### config.mk
export PLATFORM = sky130hd
export DESIGN_NAME = clpd_power_ctl
export DESIGN_NICKNAME = d
export VERILOG_FILES = /design/src/clpd_power_ctl.v
export VERILOG_INCLUDE_DIRS = /design/src /design/src/src
export SDC_FILE = /design/constraint.sdc
export NUM_CORES = 1
export LEC_CHECK = 0
export BUFFER_PORTS_ARGS = -buffer_cell sky130_fd_sc_hd__buf_2
export CAP_MARGIN = 20
export CORE_UTILIZATION = 35
export CTS_CLUSTER_DIAMETER = 150
export CTS_CLUSTER_SIZE = 30
export DETAILED_ROUTE_END_ITERATION = 16
export SETUP_SLACK_MARGIN = 0.3
export SYNTH_ARGS = -nofsm -noshare
export SYNTH_HDL_FRONTEND = slang
export SYNTH_SLANG_ARGS = --single-unit
### constraint.sdc
create_clock -name ref_clk -period 11.6 [get_ports ref_clk]
set_input_delay 0.58 -clock ref_clk [delete_from_list [all_inputs] [get_ports ref_clk]]
set_output_delay 0.58 -clock ref_clk [all_outputs]
set_load 0.1 [all_outputs]
### src/clpd_consts.vh
// constants for the copper link power detect and power management block
//Contract
//- detection enable bit starts inline-power detection; here it starts only with the autonegotiation enable bit also set
//- searching sends special pulses, status 00
//- looped-back pulses set status 01
//- loopback sets interrupt bit; read clears it
//- no loopback within limit sets status 10
//- status 10 starts autonegotiation, link sets status
//- link failure re-enables detection, stops autonegotiation
//- power management enable bit, settable any time
//- alternate low power and wake, energy→normal
//- normal: link drop, timeout, then low power
//- power management starts in low power; enabling it here leaves the port normal until the link timeout
//- forced mode stays normal once energy seen
//- autonegotiation off in normal keeps normal
//- management and interrupt stay alive; energy monitored
//- sleep time programmable, randomized -80..+60 ms
//- wake sends up to three bursts, alternating pairs
`ifndef CLPD_CONSTS_VH
`define CLPD_CONSTS_VH

// register addresses
`define CLPD_ADDR_CTRL 4'h0
`define CLPD_ADDR_TIMER 4'h1
`define CLPD_ADDR_STATUS 4'h2
`define CLPD_ADDR_INT 4'h3

// control register fields
`define CLPD_CTRL_ANEG_EN 0
`define CLPD_CTRL_DETECT_EN 1
`define CLPD_CTRL_PM_EN 2
`define CLPD_CTRL_RESET 16'h0001

// timer register fields: sleep select, wake select, link timeout select
`define CLPD_TMR_SLEEP_LO 0
`define CLPD_TMR_WAKE_LO 2
`define CLPD_TMR_LTO_LO 4
`define CLPD_TMR_RESET 16'h0001

// status register fields
`define CLPD_STS_DET_LO 0
`define CLPD_STS_LINK 2
`define CLPD_STS_LOW 3
`define CLPD_STS_WAKE 4
`define CLPD_STS_NORM 5

// interrupt register field
`define CLPD_INT_INLINE 0

// detection status codes
`define CLPD_DET_SEARCH 2'h0
`define CLPD_DET_FOUND 2'h1
`define CLPD_DET_DONE 2'h2

// timing, milliseconds unless noted
`define CLPD_CLK_MHZ 100
`define CLPD_TICK_US 1000
`define CLPD_SLEEP_MS_0 13'd1000
`define CLPD_SLEEP_MS_1 13'd2000
`define CLPD_SLEEP_MS_2 13'd3000
`define CLPD_SLEEP_MS_3 13'd4000
`define CLPD_WAKE_MS_0 13'd160
`define CLPD_WAKE_MS_1 13'd400
`define CLPD_WAKE_MS_2 13'd800
`define CLPD_WAKE_MS_3 13'd2000
`define CLPD_LTO_MS_0 13'd1000
`define CLPD_LTO_MS_1 13'd2000
`define CLPD_LTO_MS_2 13'd3000
`define CLPD_LTO_MS_3 13'd4000
`define CLPD_DET_LIMIT_MS 13'd50
`define CLPD_BURST_GAP_MS 13'd16
`define CLPD_BURST_MAX 2'd3
`define CLPD_RAND_NEG 13'd80
`define CLPD_RAND_SPAN 16'd141

`endif

### src/clpd_power_ctl.v
// per-port inline-power detection and automatic power management controller
`timescale 1ns/1ps
`include "clpd_consts.vh"

module clpd_power_ctl
#(
    parameter MS_CYCLES = `CLPD_TICK_US * `CLPD_CLK_MHZ,
    parameter DET_LIMIT_MS = `CLPD_DET_LIMIT_MS
)
(
    input wire ref_clk,
    input wire rst,
    input wire [3:0] reg_addr,
    input wire [15:0] reg_wdata,
    input wire reg_wr,
    input wire reg_rd,
    output reg [15:0] reg_rdata,
    input wire energy_detect,
    input wire flp_loopback,
    input wire link_up,
    output reg flp_detect_tx,
    output reg aneg_run,
    output reg low_power,
    output reg wake_burst,
    output reg wake_pair_b,
    output reg management_interrupt_pin
);

    localparam DET_IDLE = 3'b001;
    localparam DET_SRCH = 3'b010;
    localparam DET_AN = 3'b100;
    localparam PM_LOW = 3'b001;
    localparam PM_WAKE = 3'b010;
    localparam PM_NORM = 3'b100;

    // picks one of four millisecond figures
    function [12:0] pick4;
        input [1:0] sel;
        input [12:0] v0;
        input [12:0] v1;
        input [12:0] v2;
        input [12:0] v3;
        begin
            case (sel)
                2'h0: pick4 = v0;
                2'h1: pick4 = v1;
                2'h2: pick4 = v2;
                default: pick4 = v3;
            endcase
        end
    endfunction

    reg [15:0] ctrl;
    reg [15:0] timer_sel;
    reg inline_int;
    reg [2:0] det_state;
    reg [1:0] det_status;
    reg [12:0] det_ms;
    reg link_seen;
    reg [2:0] pm_state;
    reg [12:0] pm_ms;
    reg [1:0] burst_cnt;
    reg pair_b;
    reg [12:0] rand_off;
    reg [15:0] lfsr;
    reg [31:0] div_cnt;
    reg ms_tick;

    wire aneg_en = ctrl[`CLPD_CTRL_ANEG_EN];
    wire detect_en = ctrl[`CLPD_CTRL_DETECT_EN];
    wire pm_en = ctrl[`CLPD_CTRL_PM_EN];
    wire [1:0] sleep_sel = timer_sel[`CLPD_TMR_SLEEP_LO +: 2];
    wire [1:0] wake_sel = timer_sel[`CLPD_TMR_WAKE_LO +: 2];
    wire [1:0] lto_sel = timer_sel[`CLPD_TMR_LTO_LO +: 2];

    wire [12:0] sleep_ms = pick4(sleep_sel, `CLPD_SLEEP_MS_0, `CLPD_SLEEP_MS_1, `CLPD_SLEEP_MS_2,
        `CLPD_SLEEP_MS_3);
    wire [12:0] wake_ms = pick4(wake_sel, `CLPD_WAKE_MS_0, `CLPD_WAKE_MS_1, `CLPD_WAKE_MS_2, `CLPD_WAKE_MS_3);
    wire [12:0] lto_ms = pick4(lto_sel, `CLPD_LTO_MS_0, `CLPD_LTO_MS_1, `CLPD_LTO_MS_2, `CLPD_LTO_MS_3);
    // rand_off spans 0..140, so dwell spans sleep-80 .. sleep+60
    wire [12:0] dwell_ms = sleep_ms - `CLPD_RAND_NEG + rand_off;
    wire [15:0] rand_mod = lfsr % `CLPD_RAND_SPAN;

    wire det_hit = (det_state == DET_SRCH) && detect_en && flp_loopback;
    wire int_clear = reg_rd && (reg_addr == `CLPD_ADDR_INT);
    wire burst_due = (pm_state == PM_WAKE) && ms_tick && (burst_cnt < `CLPD_BURST_MAX)
        && (pm_ms == {11'd0, burst_cnt} * `CLPD_BURST_GAP_MS);

    // millisecond tick divider; everything slow runs on this enable
    always @(posedge ref_clk or posedge rst)
    begin
        if (rst)
        begin
            div_cnt <= 32'h00000000;
            ms_tick <= 1'b0;
        end
        else if (div_cnt >= MS_CYCLES - 1)
        begin
            div_cnt <= 32'h00000000;
            ms_tick <= 1'b1;
        end
        else
        begin
            div_cnt <= div_cnt + 32'h00000001;
            ms_tick <= 1'b0;
        end
    end

    // free-running generator, advances every clock
    always @(posedge ref_clk or posedge rst)
    begin
        if (rst)
            lfsr <= 16'hACE1;
        else
            lfsr <= {lfsr[14:0], lfsr[15] ^ lfsr[13] ^ lfsr[12] ^ lfsr[10]};
    end

    // register writes; bus stays alive in every power state
    always @(posedge ref_clk or posedge rst)
    begin
        if (rst)
        begin
            ctrl <= `CLPD_CTRL_RESET;
            timer_sel <= `CLPD_TMR_RESET;
        end
        else if (reg_wr)
        begin
            if (reg_addr == `CLPD_ADDR_CTRL)
                ctrl <= {13'd0, reg_wdata[2:0]};
            else if (reg_addr == `CLPD_ADDR_TIMER)
                timer_sel <= {10'd0, reg_wdata[5:0]};
        end
    end

    // register reads, data valid only in the following cycle
    always @(posedge ref_clk or posedge rst)
    begin
        if (rst)
            reg_rdata <= 16'h0000;
        else if (reg_rd)
        begin
            case (reg_addr)
                `CLPD_ADDR_CTRL: reg_rdata <= ctrl;
                `CLPD_ADDR_TIMER: reg_rdata <= timer_sel;
                `CLPD_ADDR_STATUS: reg_rdata <= {10'd0, pm_state, link_up, det_status};
                `CLPD_ADDR_INT: reg_rdata <= {15'd0, inline_int};
                default: reg_rdata <= 16'h0000;
            endcase
        end
        else
            reg_rdata <= 16'h0000;
    end

    // sticky inline-power flag; a new hit beats the read clear
    always @(posedge ref_clk or posedge rst)
    begin
        if (rst)
            inline_int <= 1'b0;
        else if (det_hit)
            inline_int <= 1'b1;
        else if (int_clear)
            inline_int <= 1'b0;
    end

    // detection sequence; status only ever takes 00, 01 or 10
    always @(posedge ref_clk or posedge rst)
    begin
        if (rst)
        begin
            det_state <= DET_IDLE;
            det_status <= `CLPD_DET_SEARCH;
            det_ms <= 13'd0;
            link_seen <= 1'b0;
        end
        else
        begin
            case (det_state)
                DET_IDLE:
                begin
                    if (detect_en && aneg_en)
                    begin
                        det_state <= DET_SRCH;
                        det_status <= `CLPD_DET_SEARCH;
                        det_ms <= 13'd0;
                    end
                end
                DET_SRCH:
                begin
                    if (!detect_en)
                        det_state <= DET_IDLE;
                    else if (flp_loopback)
                    begin
                        det_status <= `CLPD_DET_FOUND;
                        det_ms <= 13'd0;
                    end
                    else if (ms_tick)
                    begin
                        if (det_ms + 13'd1 >= DET_LIMIT_MS)
                        begin
                            det_status <= `CLPD_DET_DONE;
                            det_state <= DET_AN;
                            link_seen <= 1'b0;
                        end
                        else
                            det_ms <= det_ms + 13'd1;
                    end
                end
                DET_AN:
                begin
                    if (!detect_en)
                        det_state <= DET_IDLE;
                    else if (link_up)
                        link_seen <= 1'b1;
                    else if (link_seen)
                    begin
                        det_state <= DET_SRCH;
                        det_status <= `CLPD_DET_SEARCH;
                        det_ms <= 13'd0;
                    end
                end
                default:
                    det_state <= DET_IDLE;
            endcase
        end
    end

    // power management states; with the enable low the port just runs normal
    always @(posedge ref_clk or posedge rst)
    begin
        if (rst)
        begin
            pm_state <= PM_LOW;
            pm_ms <= 13'd0;
            burst_cnt <= 2'd0;
            pair_b <= 1'b0;
            rand_off <= `CLPD_RAND_NEG;
        end
        else if (!pm_en)
        begin
            pm_state <= PM_NORM;
            pm_ms <= 13'd0;
        end
        else
        begin
            case (pm_state)
                PM_LOW:
                begin
                    if (energy_detect)
                    begin
                        pm_state <= PM_NORM;
                        pm_ms <= 13'd0;
                    end
                    else if (ms_tick)
                    begin
                        if (pm_ms + 13'd1 >= dwell_ms)
                        begin
                            pm_state <= PM_WAKE;
                            pm_ms <= 13'd0;
                            burst_cnt <= 2'd0;
                        end
                        else
                            pm_ms <= pm_ms + 13'd1;
                    end
                end
                PM_WAKE:
                begin
                    if (energy_detect)
                    begin
                        pm_state <= PM_NORM;
                        pm_ms <= 13'd0;
                    end
                    else if (ms_tick)
                    begin
                        if (burst_due)
                        begin
                            burst_cnt <= burst_cnt + 2'd1;
                            pair_b <= ~pair_b;
                        end
                        if (pm_ms + 13'd1 >= wake_ms)
                        begin
                            pm_state <= PM_LOW;
                            pm_ms <= 13'd0;
                            rand_off <= rand_mod[12:0];
                        end
                        else
                            pm_ms <= pm_ms + 13'd1;
                    end
                end
                PM_NORM:
                begin
                    // with autonegotiation off a dropped link never leads back to sleep
                    if (aneg_en && !link_up)
                    begin
                        if (ms_tick)
                        begin
                            if (pm_ms + 13'd1 >= lto_ms)
                            begin
                                pm_state <= PM_LOW;
                                pm_ms <= 13'd0;
                                rand_off <= rand_mod[12:0];
                            end
                            else
                                pm_ms <= pm_ms + 13'd1;
                        end
                    end
                    else
                        pm_ms <= 13'd0;
                end
                default:
                    pm_state <= PM_LOW;
            endcase
        end
    end

    // registered outputs, one cycle behind the state
    always @(posedge ref_clk or posedge rst)
    begin
        if (rst)
        begin
            flp_detect_tx <= 1'b0;
            aneg_run <= 1'b0;
            low_power <= 1'b0;
            wake_burst <= 1'b0;
            wake_pair_b <= 1'b0;
            management_interrupt_pin <= 1'b0;
        end
        else
        begin
            flp_detect_tx <= (det_state == DET_SRCH);
            aneg_run <= aneg_en && (det_state != DET_SRCH) && (pm_state == PM_NORM);
            low_power <= (pm_state == PM_LOW);
            // a burst due in the cycle that management drops the enable is not sent
            wake_burst <= burst_due && pm_en && !energy_detect;
            wake_pair_b <= pair_b;
            management_interrupt_pin <= inline_int;
        end
    end

endmodule
==> impl_metrics.tcl, run 1 <==
set metrics [dict create \
    status "finished clean" \
    synthFlopType "dfrtp_1" \
    timing.rr.end "rand_off[9]" \
    core_sq_um 29000 \
    synthMuxAreaShare_pct 5.01 \
    dp_hpwl_um 17000 \
    finalWirelength_um 23000 \
    cpPeakStageDelay_ns 0.68 \
    fin_skew_ns 0.0110 \
    power_density_nw_per_um2 118 \
    cp-start-kind "flop" \
    dr.pass1.iters 7 \
    arrival_ns 9.69 \
    antenna_found_initial 0 \
    clk_latency_ns 0.43 \
    cts_setup_buffers 0 \
    synth_fa_ha_area_share_pct 7.67 \
    ff_latch_area_sq_um 3070 \
    leakagePower_nw 4.90 \
    htreeDepth 4 \
    grt_max_degree 71 \
    ys_seq_elements 122 \
    synth_edf_count 0 \
    slew_violations 0 \
    worst_setup_path_end_kind "flop" \
    final_common_cell "nor2_1" \
    root_buffer "clkbuf_16" \
    path_max_fanout 20 \
    maxCapViolations 0 \
    rrSetupSlack_ns 2.20 \
    rr_startpoint "lfsr[12]" \
    dr_total_vias 8858 \
    ioPinCount 49 \
    ff2ff_path_depth 30 \
    timing.hold.ws_ns 0.313 \
    worst_pin_slew_ns 0.922 \
    holdBufCountCts 0 \
    place.gp.congestion 0.842 \
    synth-xor-area-share_pct 5.58 \
    hold_viol 0 \
    drive_above_1_share_pct 13.9 \
    grt_pass1_wl_um 39700 \
    die_w_um 174 \
    hold_class "input pin to asynchronous set/reset pin" \
    power_w 0.00134 \
    final.setup.tns_ns 0 \
    relSlewSlack_pct 36.8 \
    placed_area_sq_um 10800 \
    vdd.ir_drop.worst_mv 0.0716 \
    critPathSlowestCell "xnor2_1" \
    yosysUniqueCellTypes 122 \
    max_freq_mhz 106 \
    synthCells 1208 \
    synth_area_sq_um 10400 \
    cts_tree "built" \
    synth_seq_area_share_pct 29.5 \
    wl_per_cell_um 14.2 \
    multi_input_area_sq_um 6830 \
    setup_viol 0 \
    port_buffers 28 \
    ant_nets 0 \
    grt_overflow 0 \
    yosys.area_share.simple_pct 23.5 \
    path_clk_slew_ns 0.06 \
    stdcell_area_sq_um 11400 \
    drc 0 \
    die-area_sq_um 30400 \
    path_class "flop to flop" \
    path_delay_family "compound AO/OA/AOI/OAI gates" \
    dr.first_iter.drc_count 679 \
    die_h_um 174 \
    syn_to_final_growth_pct 9.11 \
    required_ns 11.89 \
    fin_nets 1312 \
    fin_crit_ns 9.40 \
    clk_path_buf_depth 2 \
    layout_common_cells "nor2_1 (120), dfrtp_1 (108), nand2_1 (100), o21ai_0 (66), ha_1 (58)" \
    grt_usage_pct 15.5 \
    synth_top_family_by_area "simple AND/OR/NAND/NOR gates" \
    antenna_cells 0 \
    crit_buf_inv 0 \
    core.rowCount 62 \
    n_fill_cell 2953 \
    cts_sinks 122 \
    grt_pass1_vias 8332 \
    initial_utilization_pct 35.9 \
    rsz0062_at_grt "no" \
    synthArstFlopShare_pct 100 \
    vias_per_cell 5.46 \
    yosys_warnings 0 \
    cts-buffers-inserted 17 \
    syn_avg_cell_area_sq_um 8.62 \
    fin_crit_sh_pct 81.0 \
    synth_compound_area_share_pct 23.0 \
    crit_top_cell "nor2_1" \
    cts.repair.resized 0 \
]
worst max path at each step:
| stage | from | cells past startpoint | endpoint |
|---|---|---|---|
| global placement | lfsr[15] | 30 | rand_off[9] |
| detailed placement | lfsr[12] | 30 | rand_off[9] |
| finish | lfsr[12] | 30 | rand_off[9] |
| floorplan | lfsr[10] | 35 | rand_off[1] |
| global route | lfsr[15] | 30 | rand_off[9] |
| CTS | lfsr[12] | 30 | rand_off[9] |
cell type report:
| cell class | instances | share of cell area (%) |
|---|---|---|
| Inverter | 58 | 1.94 |
| Multi-Input combinational cell | 996 | 60.2 |
| Tap cell | 384 | 4.23 |
| Clock inverter | 15 | 1.44 |
| Timing Repair Buffer | 31 | 1.43 |
| Sequential cell | 122 | 27.0 |
| Clock buffer | 17 | 3.75 |
sequential cells by signal (all words and copies together) (netlist names), 3 cells and up:
name,cells
timer_sel,6
lfsr,16
det_state,3
reg_rdata,6
rand_off,13
div_cnt,32
ctrl,3
det_ms,13
pm_state,3
pm_ms,13
per-layer routing:
layer	share of wire, %	global-route usage, %	vias up
li1	-	-	4436
met1	49	21.3	4226
met2	46	25.3	173
met3	3.0	2.25	23
met4	1.2	4.46	0
met5	0	0	-
cell usage after synthesis, types with 5 or more instances:
cell type  instances  share of area (%)
nor2_1           120                4.3
dfrtp_1          108                 26
nand2_1          100                3.6
o21ai_0           66                3.2
ha_1              58                7.0
inv_1             58                2.1
a21oi_1           56                2.7
nand3_1           49                2.4
xnor2_1           37                3.1
nor3_1            33                1.6
and3_1            23                1.4
nand4_1           23                1.4
nand2b_1          22                1.3
buf_4             20                1.4
mux2_2            20                2.2
xor2_1            20                1.7
clkbuf_1          18               0.65
nor2b_1           18                1.1
mux2i_1           17                1.6
o211ai_1          17                1.2
or3_1             16               0.96
dfstp_2           14                3.5
a21o_1            12               0.87
nor4_1            12               0.72
o21ai_1           12               0.58
a31oi_1           11               0.66
and2_1            11               0.66
a22oi_1           10               0.72
a211oi_1           9               0.65
a2bb2oi_1          8               0.67
or2_2              8               0.48
buf_2              7               0.34
a21boi_0           6               0.43
a221oi_1           6               0.50
nand4b_1           6               0.50
o21a_1             6               0.43
o31ai_1            6               0.43
a22o_1             5               0.42
buf_6              5               0.54
o21bai_1           5               0.36
stage by stage:
step,instances,setup WS [ns],util (%)
after detailed placement,1591,2.32,37.1
after global placement,1591,2.34,37.1
final,1623,2.20,39.1
after floorplan,1232,3.73,-
after global routing,1623,1.36,39.1
after CTS,1623,2.26,39.1
kinds of logic (layout without fill, tap and decap cells):
group,Yosys count,after routing
compound gates,323,323
xor+xnor,62,62
fa+ha+maj,64,64
buf+inv,114,121
flops,122,122
mux,45,45
other cells,1,25
simple gates,477,477
power by group:
group	leakage [nW]	switching (W)	internal, W
registers	1.59	0.0000328	0.000459
logic	3.02	0.000197	0.000118
clock network	0.290	0.000211	0.000320
total	4.90	0.000440	0.000897
Power figures use the tool's default switching activity.
==> run 2, diff against run 1 <==
- clock period: 11.6 -> 9.1 ns (I/O delays scaled with it)
==> run 2 against run 1 <==
Against the previous run:
- core utilization is 1.0 points higher
- sequential cell count unchanged
- clock-buffer cell count grew 2
- non-clock buffer count is 21 higher
- fmax increased by 12%
- routed wire length increased by 2.7%
- combinational power is 28% higher
- hold slack worse by 0.15 ns
- via count rose by 1.1%
- design area up 2.7%
- critical path depth is the same
- die area unchanged
- highest routed layer unchanged
==> impl_metrics.tcl, run 2 (synthesis gave the netlist of run 1 again) <==
set metrics [dict create \
    cp-start-kind "flop" \
    worst_setup_path_end_kind "flop" \
    setup_viol 0 \
    drive_above_1_share_pct 16.3 \
    multi_input_area_sq_um 6940 \
    cts-buffers-inserted 17 \
    regMostFlops "div_cnt" \
    die_w_um 174 \
    htreeDepth 4 \
    rsz0062_at_grt "no" \
    place.gp.congestion 0.853 \
    worst_pin_slew_ns 0.830 \
    wl_per_cell_um 14.3 \
    fin_crit_ns 8.43 \
    largest_reg_flops 32 \
    path_clk_slew_ns 0.07 \
    initial_utilization_pct 35.9 \
    cts_tree "built" \
    grt_overflow 0 \
    fin_skew_ns 0.0108 \
    final_common_cell "nor2_1" \
    antenna_found_initial 0 \
    dr_total_vias 8952 \
    fin_nets 1333 \
    hold_viol 0 \
    syn_to_final_growth_pct 12.0 \
    vdd.ir_drop.worst_mv 0.119 \
    n_fill_cell 2924 \
    dr.first_iter.drc_count 579 \
    die_h_um 174 \
    port_buffers 28 \
    grt_max_degree 64 \
    grt_pass1_vias 8306 \
    fin_crit_sh_pct 92.6 \
    required_ns 9.45 \
    reg_top3 "div_cnt x32, lfsr x16" \
    core_sq_um 29000 \
    die-area_sq_um 30400 \
    dr.pass1.iters 5 \
    clk_path_buf_depth 2 \
    dp_hpwl_um 17300 \
    path_max_fanout 20 \
    layout_common_cells "nor2_1 (118), dfrtp_1 (107), nand2_1 (100), o21ai_0 (64), ha_1 (58)" \
    ioPinCount 49 \
    power_w 0.00172 \
    antenna_cells 0 \
    fin_util_pct 40.2 \
    core.rowCount 62 \
    holdBufCountCts 0 \
    hold_class "input pin to asynchronous set/reset pin" \
    ant_nets 0 \
    critPathSlowestCell "dfstp_4" \
    path_class "flop to flop" \
    power_density_nw_per_um2 148 \
    maxCapViolations 0 \
    grt_usage_pct 15.9 \
    finalWirelength_um 23600 \
    cpPeakStageDelay_ns 0.76 \
    clk_latency_ns 0.43 \
    status "finished clean" \
    root_buffer "clkbuf_16" \
    leakagePower_nw 5.02 \
    cts_sinks 122 \
    grt_pass1_wl_um 40200 \
    arrival_ns 8.78 \
    drc 0 \
    slew_violations 0 \
    final.setup.tns_ns 0 \
    vias_per_cell 5.45 \
    relSlewSlack_pct 44.5 \
    ff_latch_area_sq_um 3080 \
    max_freq_mhz 119 \
]
[run 2: changes by cell type in the layout (fill, tap and decap cells not counted), sizes merged]
| cell | previous run | this run |
|---|---|---|
| buf | 31 | 52 |
| clkinv | 7 | 1 |
| clkinvlp | 1 | 4 |
| clkbuf | 17 | 19 |
| inv | 63 | 64 |
[run 2: report_power, final]
part | internal [W] | leakage, nW | total, W | switching [W]
Sequential | 0.000585 | 1.59 | 0.000625 | 0.0000400
Combinational | 0.000150 | 3.14 | 0.000401 | 0.000251
Clock | 0.000425 | 0.287 | 0.000696 | 0.000271
[run 2: timing repair]
action,4_1_cts,5_1_grt
endpoints found under the setup margin,0,12
resized for setup,0,23
setup buffers,0,4
[run 2: per-layer routing]
layer  vias up  share of wire [%]  track usage, %  wire length (um)
met5         -                  0               0                 0
met4         0                1.6            6.25               389
met3        28                3.1            2.32               741
met2       174                 46            25.1             10800
met1      4252                 50            21.9             11700
li1       4498                  -               -                 -
[run 2: layout make-up]
type	count	share of cell area [%]
sequential	122	26.4
tap	384	4.12
inverter	58	1.89
clock buffer	19	3.89
timing repair buffer	52	2.81
clock inverter	13	1.34
multi-input combinational	996	59.5
[run 2: worst max-delay path: cells and delay by family, from the launching register on]
family                     cells  cell delay (ns)
and+or+nand+nor               13             3.58
xor gates and xnor gates       1             0.19
AOI/OAI and AO/OA              9             1.78
DFF                            1             0.76
muxes                          5             1.50
adders and majority gates      2             0.53
[run 2: final timing paths]
| kind | startpoint | to | slack [ns] | cells after the start |
|---|---|---|---|---|
| worst max register to register | lfsr[13] | rand_off[8] | 0.67 | 30 |
| max in group asynchronous | rst | lfsr[14] | 7.64 | 3 |
| worst min-delay path | rst | det_ms[2] | 0.16 | 2 |
| min in group ref_clk | reg_wdata[4] | timer_sel[4] | 0.28 | 2 |
| worst max-delay path | lfsr[13] | rand_off[8] | 0.67 | 30 |
| worst min register to register | pair_b | wake_pair_b | 0.40 | 0 |
[run 2: through the flow]
stage          area, sq um  setup WS (ns)  cells  hold WS [ns]
2_1_floorplan        10500           1.23   1232         0.352
3_3_place_gp         10900          0.447   1607         0.380
3_5_place_dp         10900          0.330   1607         0.387
4_1_cts              11500          0.313   1639         0.198
5_1_grt              11700          0.267   1644         0.234
6_report             11700          0.672   1644         0.163
==> run 3, diff against run 2 <==
--- a/config.mk
+++ b/config.mk
@@ -10,4 +10,5 @@
 export CAP_MARGIN = 20
 export CORE_UTILIZATION = 35
+export CTS_BUF_LIST = sky130_fd_sc_hd__clkbuf_4 sky130_fd_sc_hd__clkbuf_8
 export CTS_CLUSTER_DIAMETER = 150
 export CTS_CLUSTER_SIZE = 30
==> constraint.sdc (replaced) <==
create_clock -name ref_clk -period 9.1 [get_ports ref_clk]
set_input_delay 0.91 -clock ref_clk [delete_from_list [all_inputs] [get_ports ref_clk]]
set_output_delay 0.91 -clock ref_clk [all_outputs]
set_load 0.1 [all_outputs]
==> run 3 against run 2 <==
Against the previous run:
- core utilization is 0.47 points lower
- die area did not move
- first-iteration DRC count down 10%
- hold slack improved by 0.24 ns
- clock power is 35% lower
- global-route usage fell by 0.30 points
- combinational power is essentially flat
- via count increased by 0.69%
- sequential power is essentially flat
- non-clock buffer count is 10 higher
- highest routed layer unchanged
==> impl_metrics.tcl, run 3 (synthesis gave the netlist of run 1 again) <==
set metrics [dict create \
    cts-buffers-inserted 17 \
    dp_cells 1611 \
    reg_top3 "div_cnt x32, lfsr x16" \
    grt_overflow 0 \
    worst_pin_slew_ns 0.777 \
    initial_utilization_pct 35.9 \
    drc 0 \
    layout_common_cells "nor2_1 (119), dfrtp_1 (106), nand2_1 (100), o21ai_0 (64), ha_1 (58)" \
    arrival_ns 8.80 \
    fin_crit_ns 8.43 \
    regMostFlops "div_cnt" \
    fin_skew_ns 0.0182 \
    place.gp.congestion 0.862 \
    final.setup.tns_ns 0 \
    hold_class "flop to flop" \
    vias_per_cell 5.45 \
    die_h_um 174 \
    dr.first_iter.drc_count 521 \
    core.rowCount 62 \
    largest_reg_flops 32 \
    path_delay_family "compound AO/OA/AOI/OAI gates" \
    finalWirelength_um 23700 \
    timing.hold.ws_ns 0.406 \
    grt_pass1_vias 8271 \
    slew_violations 0 \
    grt_pass1_wl_um 39900 \
    drive_above_1_share_pct 17.2 \
    path_max_fanout 16 \
    fin_crit_sh_pct 92.6 \
    antenna_cells 0 \
    cpPeakStageDelay_ns 0.71 \
    status "finished clean" \
    root_buffer "clkbuf_8" \
    grt_usage_pct 15.6 \
    core_sq_um 29000 \
    htreeDepth 4 \
    port_buffers 28 \
    rsz0062_at_grt "no" \
    final_common_cell "nor2_1" \
    power_w 0.00148 \
    pre_cts_ws_ns 0.364 \
    wl_per_cell_um 14.3 \
    cts_tree "built" \
    ioPinCount 49 \
    vdd.ir_drop.worst_mv 0.0659 \
    dr.pass1.iters 5 \
    required_ns 9.47 \
    power_density_nw_per_um2 129 \
    clk_path_buf_depth 2 \
    worst_setup_path_end_kind "flop" \
    crit_buf_inv 2 \
    cts_sinks 122 \
    final_cells 1654 \
    hold_viol 0 \
    syn_to_final_growth_pct 10.7 \
    grt_max_degree 63 \
    crit_top_cell "buf_4" \
    setup_viol 0 \
    worst_slack_ns 0.670 \
    ant_nets 0 \
    die-area_sq_um 30400 \
    path_class "flop to flop" \
    cp-start-kind "flop" \
    maxCapViolations 0 \
    clk_latency_ns 0.45 \
    critPathSlowestCell "dfstp_4" \
    leakagePower_nw 4.94 \
    antenna_found_initial 0 \
    max_freq_mhz 119 \
    fin_nets 1343 \
    path_clk_slew_ns 0.07 \
    dp_hpwl_um 17500 \
    relSlewSlack_pct 48.1 \
    die_w_um 174 \
    dr_total_vias 9014 \
]
[run 3: worst reg2reg max path: cells and delay by family (launching register included)]
family	cells	cell delay, ns
DFF	1	0.71
AOI/OAI and AO/OA	13	2.95
and+or+nand+nor	12	2.88
muxes	3	0.95
adders and majority gates	2	0.53
buffers and inverters	2	0.32
[run 3: through the flow]
stage / util (%) / instance area (sq um)
after CTS: 38.9 / 11300
after global placement: 37.6 / 10900
after global routing: 39.7 / 11500
final: 39.7 / 11500
after floorplan: - / 10500
after detailed placement: 37.6 / 10900
[run 3: worst paths after layout]
kind / start / to / slack [ns] / depth (start not counted)
setup / recovery: lfsr[11] / rand_off[8] / 0.67 / 32
max in group asynchronous: rst / lfsr[9] / 7.18 / 3
min in group asynchronous: rst / det_ms[2] / 0.59 / 2
hold reg to reg: pair_b / wake_pair_b / 0.41 / 0
hold / removal: pair_b / wake_pair_b / 0.41 / 0
setup reg to reg: lfsr[11] / rand_off[8] / 0.67 / 32
[run 3: what timing repair did]
item	CTS	global route
setup buffers	0	11
hold buffers	0	0
endpoints found under the setup margin	0	12
gates resized for setup	0	30
[run 3: metal layers]
layer	wire, um	vias up	global-route usage (%)
met3	870	19	2.06
met1	11600	4290	21.8
li1	-	4512	-
met5	0	-	0
met2	10900	193	25.0
met4	260	0	4.82
[run 3: report_power, final]
part           total (W)  switching, W  internal (W)
sequential      0.000625     0.0000406      0.000584
combinational   0.000402      0.000252      0.000150
clock           0.000455      0.000245      0.000209
total            0.00148      0.000538      0.000943
[run 3: final cells by class]
class	instances	area, sq um
Clock buffer	19	262
Clock inverter	13	109
Fill cell	2926	17500
Inverter	58	220
Multi-Input combinational cell	996	6970
Sequential cell	122	3080
Tap cell	384	480
Timing Repair Buffer	62	395
